$ cat src/inc/afr_map.vh
`ifndef AFR_MAP_VH
`define AFR_MAP_VH

// register byte offsets
`define AFR_OFS_REMAP        6'h00
`define AFR_OFS_FILT_AB      6'h18
`define AFR_OFS_FILT_CD      6'h1c
`define AFR_OFS_FILT_SET     6'h20
`define AFR_OFS_DIG_AB       6'h24
`define AFR_OFS_DIG_CD       6'h28

// remap control fields
`define AFR_SPI_A_IDLE_BIT   11
`define AFR_SPI_B_IDLE_BIT   10
`define AFR_INJ_ROUTE_BIT    9
`define AFR_REG_ROUTE_BIT    8
`define AFR_INJ_SEL_HI       7
`define AFR_INJ_SEL_LO       4
`define AFR_REG_SEL_HI       3
`define AFR_REG_SEL_LO       0
`define AFR_REMAP_MASK       32'h00000fff

// writable masks of the mixed registers
`define AFR_CD_MASK          32'hf001e000
`define AFR_FILT_SET_MASK    32'h0000001f

// reset value of every register
`define AFR_RESET_VALUE      32'h00000000

`endif

$ cat src/rtl/afr_trig_mux.v
`timescale 1ns/1ps
// trigger source selection for the converter, registered
module afr_trig_mux (
    // clock and reset
    input  wire        clk,
    input  wire        rst,
    // configuration
    input  wire        route_timer,
    input  wire [3:0]  line_select,
    // sources, already synchronised
    input  wire [15:0] ext_lines,
    input  wire        timer_src,
    // result
    output reg         trig_q
);
    always @(posedge clk or posedge rst) begin
        if (rst) begin
            trig_q <= 1'b0;
        end else if (route_timer) begin
            trig_q <= timer_src;
        end else begin
            trig_q <= ext_lines[line_select];
        end
    end
endmodule

$ cat src/rtl/afr_config.v
// Function
// - bit 11 sets idle state of spi a select: 0 high-z, 1 drive high.
// - bit 10 sets idle state of spi b select: 0 high-z, 1 drive high.
// - bit 9 picks injected trigger: interrupt line or timer eight channel 4.
// - bit 8 picks regular trigger: interrupt line or timer eight trigger output.
// - bits 7:4 choose interrupt line for injected trigger.
// - bits 3:0 choose interrupt line for regular trigger.
//
// The Wishbone slave port was decided locally.
`timescale 1ns/1ps
`include "afr_map.vh"
module afr_config (
    // clock and reset
    input  wire        clk,
    input  wire        rst,
    // wishbone slave
    input  wire        wb_cyc_i,
    input  wire        wb_stb_i,
    input  wire        wb_we_i,
    input  wire [5:0]  wb_adr_i,
    input  wire [3:0]  wb_sel_i,
    input  wire [31:0] wb_dat_i,
    output reg  [31:0] wb_dat_o,
    output reg         wb_ack_o,
    output reg         wb_err_o,
    // select line idle behaviour from the spi controllers
    input  wire        spi_a_select_active,
    input  wire        spi_a_select_level,
    input  wire        spi_b_select_active,
    input  wire        spi_b_select_level,
    output reg         spi_a_select_o,
    output reg         spi_a_select_oe,
    output reg         spi_b_select_o,
    output reg         spi_b_select_oe,
    // trigger sources, asynchronous
    input  wire [15:0] external_interrupt_lines,
    input  wire        timer_eight_ch4_output,
    input  wire        timer_eight_trigger_output,
    // triggers to the converter
    output wire        conv_injected_trigger,
    output wire        conv_regular_trigger,
    // filter settings to the pads
    output reg  [31:0] pin_filter_ab,
    output reg  [31:0] pin_filter_cd,
    output reg  [4:0]  io_filter_config_field,
    output reg  [31:0] digital_filter_ab,
    output reg  [31:0] digital_filter_cd
);
    reg  [11:0] remap_q;
    reg  [17:0] src_s1_q;
    reg  [17:0] src_s2_q;
    wire [31:0] byte_mask;
    wire        req;
    wire        hit;
    reg  [31:0] rd_d;
    wire        wr_en;
    wire        rd_en;
    wire        wr_remap;
    wire        wr_filt_ab;
    wire        wr_filt_cd;
    wire        wr_filt_set;
    wire        wr_dig_ab;
    wire        wr_dig_cd;
    wire [31:0] remap_wide;

    assign byte_mask = {{8{wb_sel_i[3]}}, {8{wb_sel_i[2]}}, {8{wb_sel_i[1]}}, {8{wb_sel_i[0]}}};
    // ack only in the cycle after the request, dropped the cycle after
    assign req = wb_cyc_i & wb_stb_i & ~wb_ack_o & ~wb_err_o;

    function [31:0] merge;
        input [31:0] old;
        input [31:0] wdat;
        input [31:0] bmask;
        input [31:0] wmask;
        begin
            merge = ((old & ~(bmask & wmask)) | (wdat & bmask & wmask)) & wmask;
        end
    endfunction

    // one decode shared by the error reply and the write strobes
    function is_at;
        input [5:0] adr;
        input [5:0] ofs;
        begin
            is_at = (adr == ofs);
        end
    endfunction

    assign hit = is_at(wb_adr_i, `AFR_OFS_REMAP) | is_at(wb_adr_i, `AFR_OFS_FILT_AB) |
                 is_at(wb_adr_i, `AFR_OFS_FILT_CD) | is_at(wb_adr_i, `AFR_OFS_FILT_SET) |
                 is_at(wb_adr_i, `AFR_OFS_DIG_AB) | is_at(wb_adr_i, `AFR_OFS_DIG_CD);

    // a write lands on the taking edge, the same edge that raises ack
    assign wr_en       = req & hit & wb_we_i;
    assign rd_en       = req & hit & ~wb_we_i;
    assign wr_remap    = wr_en & is_at(wb_adr_i, `AFR_OFS_REMAP);
    assign wr_filt_ab  = wr_en & is_at(wb_adr_i, `AFR_OFS_FILT_AB);
    assign wr_filt_cd  = wr_en & is_at(wb_adr_i, `AFR_OFS_FILT_CD);
    assign wr_filt_set = wr_en & is_at(wb_adr_i, `AFR_OFS_FILT_SET);
    assign wr_dig_ab   = wr_en & is_at(wb_adr_i, `AFR_OFS_DIG_AB);
    assign wr_dig_cd   = wr_en & is_at(wb_adr_i, `AFR_OFS_DIG_CD);
    // reserved upper bits are dropped here; only twelve bits are stored
    assign remap_wide  = merge({20'h00000, remap_q}, wb_dat_i, byte_mask, `AFR_REMAP_MASK);

    always @* begin
        rd_d = `AFR_RESET_VALUE;
        case (wb_adr_i)
            `AFR_OFS_REMAP:    rd_d = {20'h00000, remap_q};
            `AFR_OFS_FILT_AB:  rd_d = pin_filter_ab;
            `AFR_OFS_FILT_CD:  rd_d = pin_filter_cd;
            `AFR_OFS_FILT_SET: rd_d = {27'h0000000, io_filter_config_field};
            `AFR_OFS_DIG_AB:   rd_d = digital_filter_ab;
            `AFR_OFS_DIG_CD:   rd_d = digital_filter_cd;
            default:           rd_d = `AFR_RESET_VALUE;
        endcase
    end

    always @(posedge clk or posedge rst) begin
        if (rst) begin
            wb_ack_o               <= 1'b0;
            wb_err_o               <= 1'b0;
            wb_dat_o               <= `AFR_RESET_VALUE;
        end else begin
            // err answers an unmapped offset, and nothing is written then
            wb_ack_o <= req & hit;
            wb_err_o <= req & ~hit;
            // zero outside the ack cycle, so no stale data lingers on the bus
            wb_dat_o <= rd_en ? rd_d : `AFR_RESET_VALUE;
        end
    end

    // remap control: mode bits, routes and line selects
    always @(posedge clk or posedge rst) begin
        if (rst) begin
            remap_q <= 12'h000;
        end else if (wr_remap) begin
            remap_q <= remap_wide[11:0];
        end
    end

    // pin filter enables, every lane writable
    always @(posedge clk or posedge rst) begin
        if (rst) begin
            pin_filter_ab <= `AFR_RESET_VALUE;
        end else if (wr_filt_ab) begin
            pin_filter_ab <= merge(pin_filter_ab, wb_dat_i, byte_mask, 32'hffffffff);
        end
    end

    // reserved bits never store, so they always read back zero
    always @(posedge clk or posedge rst) begin
        if (rst) begin
            pin_filter_cd <= `AFR_RESET_VALUE;
        end else if (wr_filt_cd) begin
            pin_filter_cd <= merge(pin_filter_cd, wb_dat_i, byte_mask, `AFR_CD_MASK);
        end
    end

    // filter setting: only the low byte lane carries the five-bit field
    always @(posedge clk or posedge rst) begin
        if (rst) begin
            io_filter_config_field <= 5'h00;
        end else if (wr_filt_set & wb_sel_i[0]) begin
            io_filter_config_field <= wb_dat_i[4:0];
        end
    end

    // digital filter enables, every lane writable
    always @(posedge clk or posedge rst) begin
        if (rst) begin
            digital_filter_ab <= `AFR_RESET_VALUE;
        end else if (wr_dig_ab) begin
            digital_filter_ab <= merge(digital_filter_ab, wb_dat_i, byte_mask, 32'hffffffff);
        end
    end

    // same lane layout as the pin filter pair above
    always @(posedge clk or posedge rst) begin
        if (rst) begin
            digital_filter_cd <= `AFR_RESET_VALUE;
        end else if (wr_dig_cd) begin
            digital_filter_cd <= merge(digital_filter_cd, wb_dat_i, byte_mask, `AFR_CD_MASK);
        end
    end

    // idle select pins: driven high or released, per mode bit
    always @(posedge clk or posedge rst) begin
        if (rst) begin
            spi_a_select_o  <= 1'b0;
            spi_a_select_oe <= 1'b0;
            spi_b_select_o  <= 1'b0;
            spi_b_select_oe <= 1'b0;
        end else begin
            spi_a_select_o  <= spi_a_select_active ? spi_a_select_level : 1'b1;
            spi_a_select_oe <= spi_a_select_active | remap_q[`AFR_SPI_A_IDLE_BIT];
            spi_b_select_o  <= spi_b_select_active ? spi_b_select_level : 1'b1;
            spi_b_select_oe <= spi_b_select_active | remap_q[`AFR_SPI_B_IDLE_BIT];
        end
    end

    // two-stage synchroniser for the asynchronous trigger sources
    always @(posedge clk or posedge rst) begin
        if (rst) begin
            src_s1_q <= 18'h00000;
            src_s2_q <= 18'h00000;
        end else begin
            src_s1_q <= {timer_eight_trigger_output, timer_eight_ch4_output,
                         external_interrupt_lines};
            src_s2_q <= src_s1_q;
        end
    end

    afr_trig_mux u_inj (
        .clk         (clk),
        .rst         (rst),
        .route_timer (remap_q[`AFR_INJ_ROUTE_BIT]),
        .line_select (remap_q[`AFR_INJ_SEL_HI:`AFR_INJ_SEL_LO]),
        .ext_lines   (src_s2_q[15:0]),
        .timer_src   (src_s2_q[16]),
        .trig_q      (conv_injected_trigger)
    );

    afr_trig_mux u_reg (
        .clk         (clk),
        .rst         (rst),
        .route_timer (remap_q[`AFR_REG_ROUTE_BIT]),
        .line_select (remap_q[`AFR_REG_SEL_HI:`AFR_REG_SEL_LO]),
        .ext_lines   (src_s2_q[15:0]),
        .timer_src   (src_s2_q[17]),
        .trig_q      (conv_regular_trigger)
    );
endmodule

$ cat config.mk
export PLATFORM = sky130hd
export DESIGN_NAME = afr_config
export DESIGN_NICKNAME = d
export VERILOG_FILES = /design/src/rtl/afr_trig_mux.v /design/src/rtl/afr_config.v
export VERILOG_INCLUDE_DIRS = /design/src /design/src/inc
export SDC_FILE = /design/constraint.sdc
export NUM_CORES = 1
export LEC_CHECK = 0
export ABC_AREA = 1
export BUFFER_PORTS_ARGS = -buffer_cell sky130_fd_sc_hd__buf_2
export CORE_UTILIZATION = 45
export DETAILED_ROUTE_END_ITERATION = 10
export PLACE_DENSITY = 0.72
export SLEW_MARGIN = 30
export SYNTH_ARGS = -nofsm -noshare
export SYNTH_HDL_FRONTEND = slang
export SYNTH_SLANG_ARGS = --single-unit
$ cat constraint.sdc
create_clock -name clk -period 8.66 [get_ports clk]
set_input_delay 1.732 -clock clk [delete_from_list [all_inputs] [get_ports clk]]
set_output_delay 1.732 -clock clk [all_outputs]
set_load 0.05 [all_outputs]
# Yosys cells after proc, flatten, opt, wreduce, memory -nomap -nowiden
# Index checks and enable logic that the tools add are counted.
# classes
magnitude_cmp,2
n_eq_ne,5
n_mux,10
n_bitwise,39
reduce_logical,1
# ops
operator,count
$pmux 32 s6,1
$and 32x32->32,5
$or 32x32->32,4
$not 32->32,2
$mux 32,1
$eq 6x6->1 const B,3
$and 1x1->1,14
$and 12x12->12,1
$eq 6x5->1 const B,2
$not 12->12,1
$or 12x12->12,1
$lt 4x5->1 const B,2
$bmux 1 s4,2
$or 1x1->1,7
$logic_not 6->1,1
$mux 1,6
$not 1->1,4
# word_totals
reg_bits,173
input_bits,69
out_inout_bits,173
elab_cells,74

# Logic depth before layout (Yosys ltp)
# Gate-level depths: netlist (run 1).
# logic_depth
ltp_word,10
ltp_mapped,10
mapped_depth_nobuf,9

# Cells and area by module
# From an unflattened synthesis (run 1), not the netlist that was laid out.
# hier_totals
cells_unflattened,812
hier_area_um2,7488.4
# by_module_without_submodules
mod,n_inst,cells_per_inst,area_per_inst_um2,seq_area_each_um2
afr_config,1,724,7070.5,4279.1
afr_trig_mux,2,44,209.0,25.0

# Worst setup path before layout (run 1)
# OpenSTA, ideal clock, no wires.
# synth_timing
kind,input-to-reg
start,input wb_stb_i
end,register with a tool-made name
setup_ns,0.125
arrival_ns,2.744
required_ns,8.535
setup_slack_ns,5.792
path_stages,4
path_buffers,0
path_cell_list,nand3_1 -> clkinv_1 -> nand4_1 -> mux2_2
# synth_rtl
element,line,rtl
start: declaration,afr_config.v:18,"input wire wb_stb_i,"

# Worst setup path in the final report (run 1)
# layout_timing
start,input wb_adr_i[3]
end,register wb_dat_o[11]
# layout_via
elab_chain_cells,9
elab_cells_between_ends,15
classes_between,eq/ne (5); mux (2); bitwise (7); reduce/logical (1)
# layout_rtl
element,line,rtl
start: declaration,afr_config.v:20,"input wire [5:0] wb_adr_i,"
$eq 6x5->1 / $logic_not 6->1 (equally long branches),"afr_config.v:85, afr_config.v:107",
$or 1x1->1 (5 in series),afr_config.v:89,"assign hit = is_at(wb_adr_i, `AFR_OFS_REMAP) | is_at(wb_adr_i, `AFR_OFS_FILT_AB) |"
$and 1x1->1 (2 in series),afr_config.v:95,assign rd_en = req & hit & ~wb_we_i;
$mux 32 (no source line) (*),n/a,
end signal: assignment,afr_config.v:122,wb_dat_o <= `AFR_RESET_VALUE;
end signal: assignment,afr_config.v:128,wb_dat_o <= rd_en ? rd_d : `AFR_RESET_VALUE;
end: declaration,afr_config.v:23,"output reg [31:0] wb_dat_o,"
# Every way passes the cells marked *; elsewhere a longest branch is shown, timed or not.
# A chain may end at the register's enable or synchronous reset.

==> results of run 1 <==
## final cells by class
| class | instances | area (sq um) | area share [%] |
|---|---|---|---|
| Timing Repair Buffer | 194 | 977 | 11.0 |
| Tap cell | 216 | 270 | 3.04 |
| Clock buffer | 18 | 429 | 4.83 |
| Inverter | 68 | 264 | 2.97 |
| Antenna cell | 1 | 2.50 | 0.0281 |
| Clock inverter | 14 | 194 | 2.18 |
| Sequential cell | 173 | 4330 | 48.7 |
| Multi-Input combinational cell | 518 | 2420 | 27.3 |
## logic make-up after synthesis
group,after synthesis,share of synthesized area (%)
compound gates,157,12.0
flops,173,59.1
mux,3,0.462
other cells,1,0.0512
buf+inv,140,10.1
simple gates,310,18.2
## worst paths after layout
path	start	to
setup / recovery	wb_adr_i[3]	wb_dat_o[11]$_DFF_PP0_
hold / removal	src_s1_q[0]$_DFF_PP0_	src_s2_q[0]$_DFF_PP0_
setup reg to reg	wb_ack_o$_DFF_PP0_	flop
hold reg to reg	src_s1_q[0]$_DFF_PP0_	src_s2_q[0]$_DFF_PP0_
max in group asynchronous	rst	src_s2_q[11]$_DFF_PP0_
min in group asynchronous	rst	asynchronous set/reset pin
## critical path: cells and delay by family
family	cells	cell delay [ns]
AOI/OAI and AO/OA	1	0.43
buffers and inverters	1	0.12
and+or+nand+nor	6	1.74
## placed cells by master (no fill, tap or decap), types with 3 or more instances in the layout
| cell | netlist | routed |
|---|---|---|
| o22ai_1 | 4 | 4 |
| clkinvlp_4 | 0 | 5 |
| nor2_4 | 5 | 5 |
| mux2_2 | 3 | 3 |
| conb_1 | 1 | 48 |
| nand4_1 | 6 | 6 |
| o21bai_1 | 13 | 13 |
| buf_2 | 9 | 193 |
| nand2_1 | 207 | 207 |
| o21ai_1 | 6 | 6 |
| a22oi_1 | 7 | 7 |
| o21ai_0 | 52 | 52 |
| a31oi_1 | 12 | 12 |
| bufinv_16 | 0 | 4 |
| clkinv_2 | 1 | 3 |
| clkinv_1 | 4 | 4 |
| o221ai_1 | 3 | 3 |
| inv_1 | 61 | 60 |
| dfrtp_1 | 173 | 173 |
| nand3_1 | 32 | 32 |
| clkbuf_16 | 0 | 17 |
| a21oi_1 | 56 | 56 |
| nor2_1 | 43 | 43 |
| nor2_2 | 7 | 7 |
## cell usage after synthesis (7+ instances only)
cell	count	area share [%]
nand2_1	207	11
dfrtp_1	173	59
inv_1	61	3.1
a21oi_1	56	3.8
buf_4	52	5.3
o21ai_0	52	3.6
nor2_1	43	2.2
nand3_1	32	2.2
o21bai_1	13	1.3
a31oi_1	12	1.0
buf_2	9	0.62
clkbuf_1	9	0.46
a22oi_1	7	0.72
nor2_2	7	0.60
## through the flow
stage               cell area (sq um)  hold slack (ns)  util (%)  setup slack (ns)
floorplan                        7500            0.331         -              2.24
global placement                 8260            0.335      52.0              4.67
detailed placement               8260            0.335      52.0              4.52
CTS                              8880            0.345      55.9              4.95
global route                     8890            0.350      56.0              4.67
finish                           8890            0.344      56.0              4.94
## metal layers
layer / GRT usage (%) / vias up / part of all wire, %
li1: - / 2821 / -
met3: 7.27 / 41 / 8.2
met2: 36.0 / 296 / 46
met1: 31.7 / 2874 / 42
met4: 10.5 / 0 / 3.1
met5: 0 / - / 0
## power by group
group	internal (W)	switching [W]	total, W
Combinational	0.0000331	0.000151	0.000184
Clock	0.000483	0.000322	0.000805
Sequential	0.000831	0.0000159	0.000847
==> reports/metrics.yaml, run 1 <==
status: "finished clean"
async_flop_share_pct: 100
portBuffers: 193
synth_edf_count: 0
required_ns: 8.98
worst-setup-path-type: "in -> reg"
die-height_um: 130
worst_path_max_delay_cell: "nand3_2"
hold_buffers: 0
postRouteAntennaNets: 0
whs_path_depth: 0
reg2regPathDepth: 6
place_hpwl_mm: 13.6
tns_ns: 0
tightest_slew_ns: 0.814
h-tree-depth: 4
cts_buffer_depth: 2
fin_crit_sh_pct: 43.0
drive_gt1_share_pct: 25.7
fin_total_pwr_w: 0.00184
finalNonFillerCells: 1202
grt_pass1_wl_mm: 30.0
fill_cells: 1448
drc: 0
vias: 6032
nets: 1041
hp-class: "reg -> reg"
yosys_warnings: 0
pwr_density_cell_nw_per_um2: 207
ys_ff_latch: 173
cts_setup_buffers: 0
max_slew_margin_pct: 45.7
max_cap_violations: 0
yosysUniqueCellTypes: 34
vias_per_cell: 5.02
cts_root_buffer: "clkbuf_16"
drt_pass1_iterations: 5
die_w_um: 130
grtUsageTotal_pct: 23.8
cts_tree: "yes"
ys_seq_area_share_pct: 59.1
rows: 46
gp_congestion: 0.859
finalSetupViolations: 0
grt_max_degree: 103
clock_sinks: 173
cts_resized: 0
netlist_area_sq_um: 7320
grt_antenna_before_repair: 2
fmax_ghz: 0.269
cp-end-kind: "flop"
syn_to_final_growth_pct: 21.5
worst-path-max-fanout: 32
p_leak_nw: 4.66
clkTransAtPathRegs_ns: 0.06
yosys_most_used_dff: "dfrtp_1"
period_minus_slack_ns: 3.72
max_stage_delay_ns: 0.63
cts_made_buffers: 17
drv_slew: 0
netlist_instances: 784
dieArea_sq_um: 16800
syn_avg_cell_area_sq_um: 9.34
skew_ns: 0.00714
grt_overflow_total: 0
drt_iter0_drc: 465
place_inst: 1169
core_area_sq_um: 15900
routed_wirelength_mm: 19.4
reg2reg_slack_ns: 6.34
grt_pass1_vias: 5656
ios: 242
start_util_pct: 46.1
start_kind: "primary input"
clock_insertion_delay_worst_skew_ns: 0.43
vdd_drop_max_mv: 0.135
hold_violations: 0
post_drt_wl_per_cell_um: 16.1
crit_arrival_ns: 4.04
rsz0062_at_grt: "false"
path_cells: "buf_2, nor2_1, nand2_1, nor2_2, nor2_1, nand3_2, nand3_2, a31oi_1"
No activity file was read; power rests on OpenSTA's default activity.
==> run 2: changes to the inputs <==
- ABC_AREA: 1 -> 0
- PLACE_DENSITY: 0.72 -> 0.73
- clock period: 8.66 -> 3.65 ns (I/O delays scaled with it)
==> run 2 against run 1 <==
Utilization is 1.4 points higher. Register-to-register slack lost 4.9 ns. Wire length decreased by 13%. First-iteration DRC count shrank 45%. Critical path depth shrank 3. Non-clock buffer count up 10. Sequential share of layout area grew 0.75 points. Sequential cell count did not move. Global-route usage is 2.2 points lower. Count of clock-buffer cells in the layout decreased by 1. Total power is 120% higher. Largest power group unchanged. Highest routed layer unchanged.
==> reports/metrics.yaml, run 2 <==
drv_slew: 0  # unchanged
drc: 0  # unchanged
required_ns: 3.97  # -5.01 ns
grt_antenna_before_repair: 0  # -2
yosys_most_used_dff: "dfrtp_1"
regToRegStartpoint: "wb_ack_o$_DFF_PP0_"
netlist_instances: 483  # -38%
ios: 242  # unchanged
multi_input_area_sq_um: 2480  # +2.2%
h-tree-depth: 4  # unchanged
grtUsageMet3_pct: 5.32  # -1.9 points
yosys_warnings: 0  # unchanged
min_from: "src_s1_q[12]$_DFF_PP0_"
finalNonFillerCells: 909  # -24%
dp_slack_ns: 0.610  # -3.91 ns
drive_gt1_share_pct: 50.4  # +25 points
worst-setup-path-type: "in -> reg"
rows: 45  # -2.2%
grtUsageTotal_pct: 21.6  # -2.2 points
grt_pass1_vias: 4791  # -15%
hold_violations: 0  # unchanged
syn_avg_cell_area_sq_um: 14.6  # +57%
tightest_slew_ns: 0.909  # +0.0949 ns
postRouteAntennaNets: 0  # unchanged
synth_edf_count: 0  # unchanged
vias_per_cell: 5.16  # +2.7%
syn_to_final_growth_pct: 23.9
fin_crit_sh_pct: 72.3
max_slew_margin_pct: 39.3  # -6.4 points
max_stage_delay_ns: 0.75  # +0.12 ns
antennaDiodeCount: 0  # -1
fmax_ghz: 0.379
cts_buffer_depth: 2  # unchanged
worst_path_max_delay_cell: "nor3b_1"
p_leak_nw: 4.59  # -1.5%
dieArea_sq_um: 16200  # -3.4%
gp_congestion: 0.806  # -6.2%
finalSetupViolations: 0  # unchanged
cts_tree: "yes"
start_util_pct: 46.3  # +0.25 points
core_area_sq_um: 15300  # -3.9%
cts_resized: 0  # unchanged
period_minus_slack_ns: 2.64
portBuffers: 193  # unchanged
start_kind: "primary input"
clock_insertion_delay_worst_skew_ns: 0.43  # about the same
final_cell_mix: "193 x buf_2, 173 x dfrtp_1, 89 x mux2_2, 48 x conb_1, 38 x a22oi_1"
synthTopCellsByArea: "dfrtp_1 61%, mux2_2 14%, buf_4 5.2%"
crit_arrival_ns: 2.95  # -1.09 ns
drt_pass1_iterations: 5  # unchanged
top_usage_layer: "met2"
cts_root_buffer: "clkbuf_16"
async_flop_share_pct: 100  # unchanged
yosysMostFrequentCell: "dfrtp_1"
status: "finished clean"
grtUsageMet1_pct: 26.2  # -5.5 points
pwr_density_cell_nw_per_um2: 463  # +120%
post_drt_wl_per_cell_um: 18.5  # +15%
whs_ns: 0.350  # +0.00654 ns
skew_ns: 0.00627  # -0.000875 ns
hold_buffers: 0  # unchanged
tns_ns: 0  # unchanged
netlist_area_sq_um: 7070  # -3.4%
worst-path-max-fanout: 8  # -75%
place_hpwl_mm: 11.5  # -15%
die_w_um: 127  # -1.7%
clock_sinks: 173  # unchanged
nets: 754  # -28%
drt_iter0_drc: 257  # -45%
vdd_drop_max_mv: 0.281  # +110%
cp-end-kind: "flop"
regArea_sq_um: 4330  # unchanged
ys_seq_area_share_pct: 61.2  # +2.1 points
cts_setup_buffers: 0  # unchanged
grt_max_degree: 174  # +69%
yosysUniqueCellTypes: 40  # +18%
rsz0062_at_grt: "false"
hp-class: "reg -> reg"
vias: 4686  # -22%
yosys.area.top_type: "dfrtp_1"
reg2reg_slack_ns: 1.42  # -4.92 ns
clkTransAtPathRegs_ns: 0.07  # about the same
max_cap_violations: 0  # unchanged
final_common_cell: "buf_2"
path_cells: "buf_2, nor3b_1, nand3_1, nor2_2, mux2_2"
fill_cells: 1252  # -14%
worstSetupStartpoint: "wb_adr_i[1]"
netlist.area_leader.share_pct: 61.2  # +2.1 points
grt_pass1_wl_mm: 26.0  # -13%
grt_overflow_total: 0  # unchanged
ys_ff_latch: 173  # unchanged
setup_ws_ns: 1.01  # -3.93 ns
synthTopCellsByCount: "173 x dfrtp_1, 89 x mux2_2, 49 x buf_4, 38 x a22oi_1, 21 x nor3_1"
grtUsageMet2_pct: 37.2  # +1.2 points
routed_wirelength_mm: 16.8  # -13%
die-height_um: 127  # -1.7%
cts_made_buffers: 17  # unchanged
place_inst: 876  # -25%
run 2: changes by cell type after synthesis, moves of 9 or more:
cell and change:
inv_1 -58, mux2_1 +9, o21ai_0 -51, a211oi_1 +11, a31oi_1 -12, a22oi_1 +31, nand3_1 -28, mux2_2 +86
nor3_1 +21, a21oi_1 -55, nand2_1 -205, nor2_1 -40, o21bai_1 -13
run 2: critical path, delay by kind of cell:
family	cells	cell delay [ns]
AND/OR/NAND/NOR	3	1.71
multiplexers	1	0.39
buffers and inverters	1	0.11
run 2: routing by layer:
metal,wire [um],vias to the layer above
met5,0,-
li1,-,2094
met4,333,0
met1,6840,2383
met2,8700,182
met3,948,27
run 2: per-stage QoR:
stage / util (%) / cell area, sq um / power, W
after CTS: 57.2 / 8730 / 0.00409
final: 57.4 / 8760 / 0.00406
after floorplan: - / 7250 / 0.00226
after global placement: 53.3 / 8140 / 0.00230
after detailed placement: 53.3 / 8140 / 0.00231
after global routing: 57.4 / 8760 / 0.00420
run 2: final cells by class:
type	instances	area share (%)
clock buffers	17	4.86
multi-input cells	286	28.3
flip-flops and latches	173	49.4
clock inverters	15	1.87
inverters	3	0.171
well taps	211	3.02
repair buffers	204	12.3
run 2: cells by family (layout without fill, tap and decap cells):
| kind of cell | after synthesis | count (layout) | share of synthesized area [%] |
|---|---|---|---|
| and+or+nand+nor | 64 | 64 | 6.53 |
| buffers and inverters | 71 | 239 | 6.44 |
| adders and majority gates | 1 | 1 | 0.142 |
| DFF | 173 | 173 | 61.2 |
| AOI/OAI and AO/OA | 64 | 64 | 7.01 |
| muxes | 109 | 109 | 18.6 |
| other | 1 | 48 | 0.0530 |
run 2: power by group:
group          switching [W]  internal [W]  total (W)
combinational       0.000248     0.0000641   0.000312
clock               0.000854      0.000925    0.00178
sequential         0.0000163       0.00195    0.00196
run 2: final timing paths:
check,to,cells after the start
worst max-delay path,flop,5
worst min-delay path,src_s2_q[12]$_DFF_PP0_,0
worst max register to register,wb_dat_o[0]$_DFF_PP0_,5
worst min register to register,src_s2_q[12]$_DFF_PP0_,0
max in group asynchronous,asynchronous set/reset pin,4
min in group asynchronous,wb_dat_o[8]$_DFF_PP0_,3
==> run 3: changes to the inputs <==
- clock period: 3.65 -> 2.6 ns (I/O delays scaled with it)
==> run 3 against run 2 <==
Via count rose by 1.2%. Setup slack worse by 0.61 ns. Wire length about the same. Register-to-register slack worse by 1.0 ns. Total power up 42%. Clock power is 44% higher. Combinational power rose by 42%. Largest power group unchanged. Die area did not move. Clock skew down 0.00072 ns.
==> reports/metrics.yaml, run 3 (same netlist as run 2, synthesis figures left out) <==
cts_setup_buffers: 0  # unchanged
skew_ns: 0.00554  # -0.000723 ns
clock_insertion_delay_worst_skew_ns: 0.42  # about the same
design_area_sq_um: 8860  # +1.2%
vdd_drop_max_mv: 0.390  # +39%
hold_buffers: 0  # unchanged
die_w_um: 127  # unchanged
reg2regPathDepth: 5  # unchanged
grt_antenna_before_repair: 1  # +1
max_cap_violations: 0  # unchanged
cp-end-kind: "flop"
p_leak_nw: 4.64  # +1.3%
hold_violations: 0  # unchanged
cts_root_buffer: "clkbuf_16"
fin_total_pwr_w: 0.00577  # +42%
crit_arrival_ns: 2.50  # -0.45 ns
post_drt_wl_per_cell_um: 18.3  # -1.1%
place_hpwl_mm: 12.0  # +4.4%
drv_slew: 0  # unchanged
cts_made_buffers: 17  # unchanged
portBuffers: 193  # unchanged
h-tree-depth: 4  # unchanged
fmax_ghz: 0.455
core_area_sq_um: 15300  # unchanged
final_common_cell: "buf_2"
finalSetupViolations: 0  # unchanged
period_minus_slack_ns: 2.20
drive_gt1_share_pct: 51.1  # +0.70 points
worst_path_max_delay_cell: "nor2b_1"
rsz0062_at_grt: "false"
grtUsageTotal_pct: 22.0  # +0.37 points
grt_overflow_total: 0  # unchanged
placed_area_sq_um: 8250  # +1.3%
status: "finished clean"
regToRegStartpoint: "wb_ack_o$_DFF_PP0_"
tightest_slew_ns: 0.528  # -0.381 ns
nets: 764  # +1.3%
clkTransAtPathRegs_ns: 0.07  # about the same
reg2reg_slack_ns: 0.40  # -1.02 ns
fin_crit_sh_pct: 84.4
pwr_density_cell_nw_per_um2: 650  # +40%
grt_pass1_wl_mm: 26.8  # +2.9%
drc: 0  # unchanged
required_ns: 2.90  # -1.07 ns
rows: 45  # unchanged
worst-path-max-fanout: 8  # unchanged
vias_per_cell: 5.16  # +0.14%
postRouteAntennaNets: 0  # unchanged
gp_congestion: 0.804  # -0.19%
cts_resized: 0  # unchanged
cts_tree: "yes"
antennaDiodeCount: 0  # unchanged
tns_ns: 0  # unchanged
final_cell_mix: "193 x buf_2, 173 x dfrtp_1, 89 x mux2_2, 48 x conb_1, 38 x a22oi_1"
vias: 4744  # +1.2%
cts_buffer_depth: 2  # unchanged
drt_pass1_iterations: 5  # unchanged
drt_iter0_drc: 282  # +9.7%
grt_pass1_vias: 5000  # +4.4%
routed_wirelength_mm: 16.8  # about the same
start_util_pct: 46.3  # unchanged
hp-class: "in -> async"
syn_to_final_growth_pct: 25.4
clock_sinks: 173  # unchanged
max_stage_delay_ns: 0.50  # -0.25 ns
ios: 242  # unchanged
grt_max_degree: 99  # -43%
dieArea_sq_um: 16200  # unchanged
start_kind: "flop"
max_slew_margin_pct: 64.8  # +26 points
die-height_um: 127  # unchanged
final_util_pct: 58.1  # +0.71 points
worst-setup-path-type: "reg -> reg"
path_cells: "nor4bb_1, buf_4, nand3_1, nor2b_1, mux2_2"
## run 3: cell types whose count changed in the layout (fill, tap and decap cells not counted), moves of 2 or more
cell and delta:
buf_4 +9, inv_8 -3, buf_12 +2, clkinv_8 +2
## run 3: critical path, delay by kind of cell (launching register included)
kind	cells	cell delay [ns]
muxes	1	0.39
and+or+nand+nor	3	1.08
buffers and inverters	1	0.22
DFF	1	0.38
## run 3: metal layers
metal | global-route usage, % | up-vias | routed length [um]
met5 | 0 | - | 13
met4 | 8.68 | 2 | 278
met3 | 5.23 | 19 | 905
met2 | 38.0 | 176 | 8930
met1 | 26.5 | 2446 | 6700
li1 | - | 2101 | -
## run 3: worst max-delay path by stage
stage                            start                          to  slack [ns]  depth (start not counted)
finish              wb_ack_o$_DFF_PP0_                        flop        0.40                          5
global route        wb_ack_o$_DFF_PP0_                        flop        0.33                          5
CTS                 wb_ack_o$_DFF_PP0_                        flop        0.42                          5
detailed placement         wb_adr_i[4]                        flop        0.11                          6
global placement           wb_adr_i[4]                        flop        0.17                          6
floorplan                          rst  asynchronous set/reset pin       -0.13                          1
## run 3: cell type report
type / count / area (sq um)
clock buffer: 17 / 425
clock inverter: 15 / 191
fill: 1202 / 6390
inverter: 3 / 15.0
multi-input combinational: 286 / 2480
sequential: 173 / 4330
tap: 211 / 264
timing repair buffer: 214 / 1160
## run 3: through the flow
stage	instances	hold slack, ns	worst slack [ns]
5_1_grt	919	0.0882	0.335
3_3_place_gp	887	0.335	0.175
3_5_place_dp	887	0.335	0.109
4_1_cts	919	0.0669	0.421
6_report	919	0.0778	0.404
2_1_floorplan	530	0.331	-0.131
## run 3: power breakdown
| part | leakage, nW | internal [W] | switching (W) |
|---|---|---|---|
| Combinational | 2.03 | 0.0000941 | 0.000349 |
| Sequential | 2.32 | 0.00273 | 0.0000228 |
| Clock | 0.298 | 0.00139 | 0.00117 |
| Total | 4.64 | 0.00422 | 0.00155 |
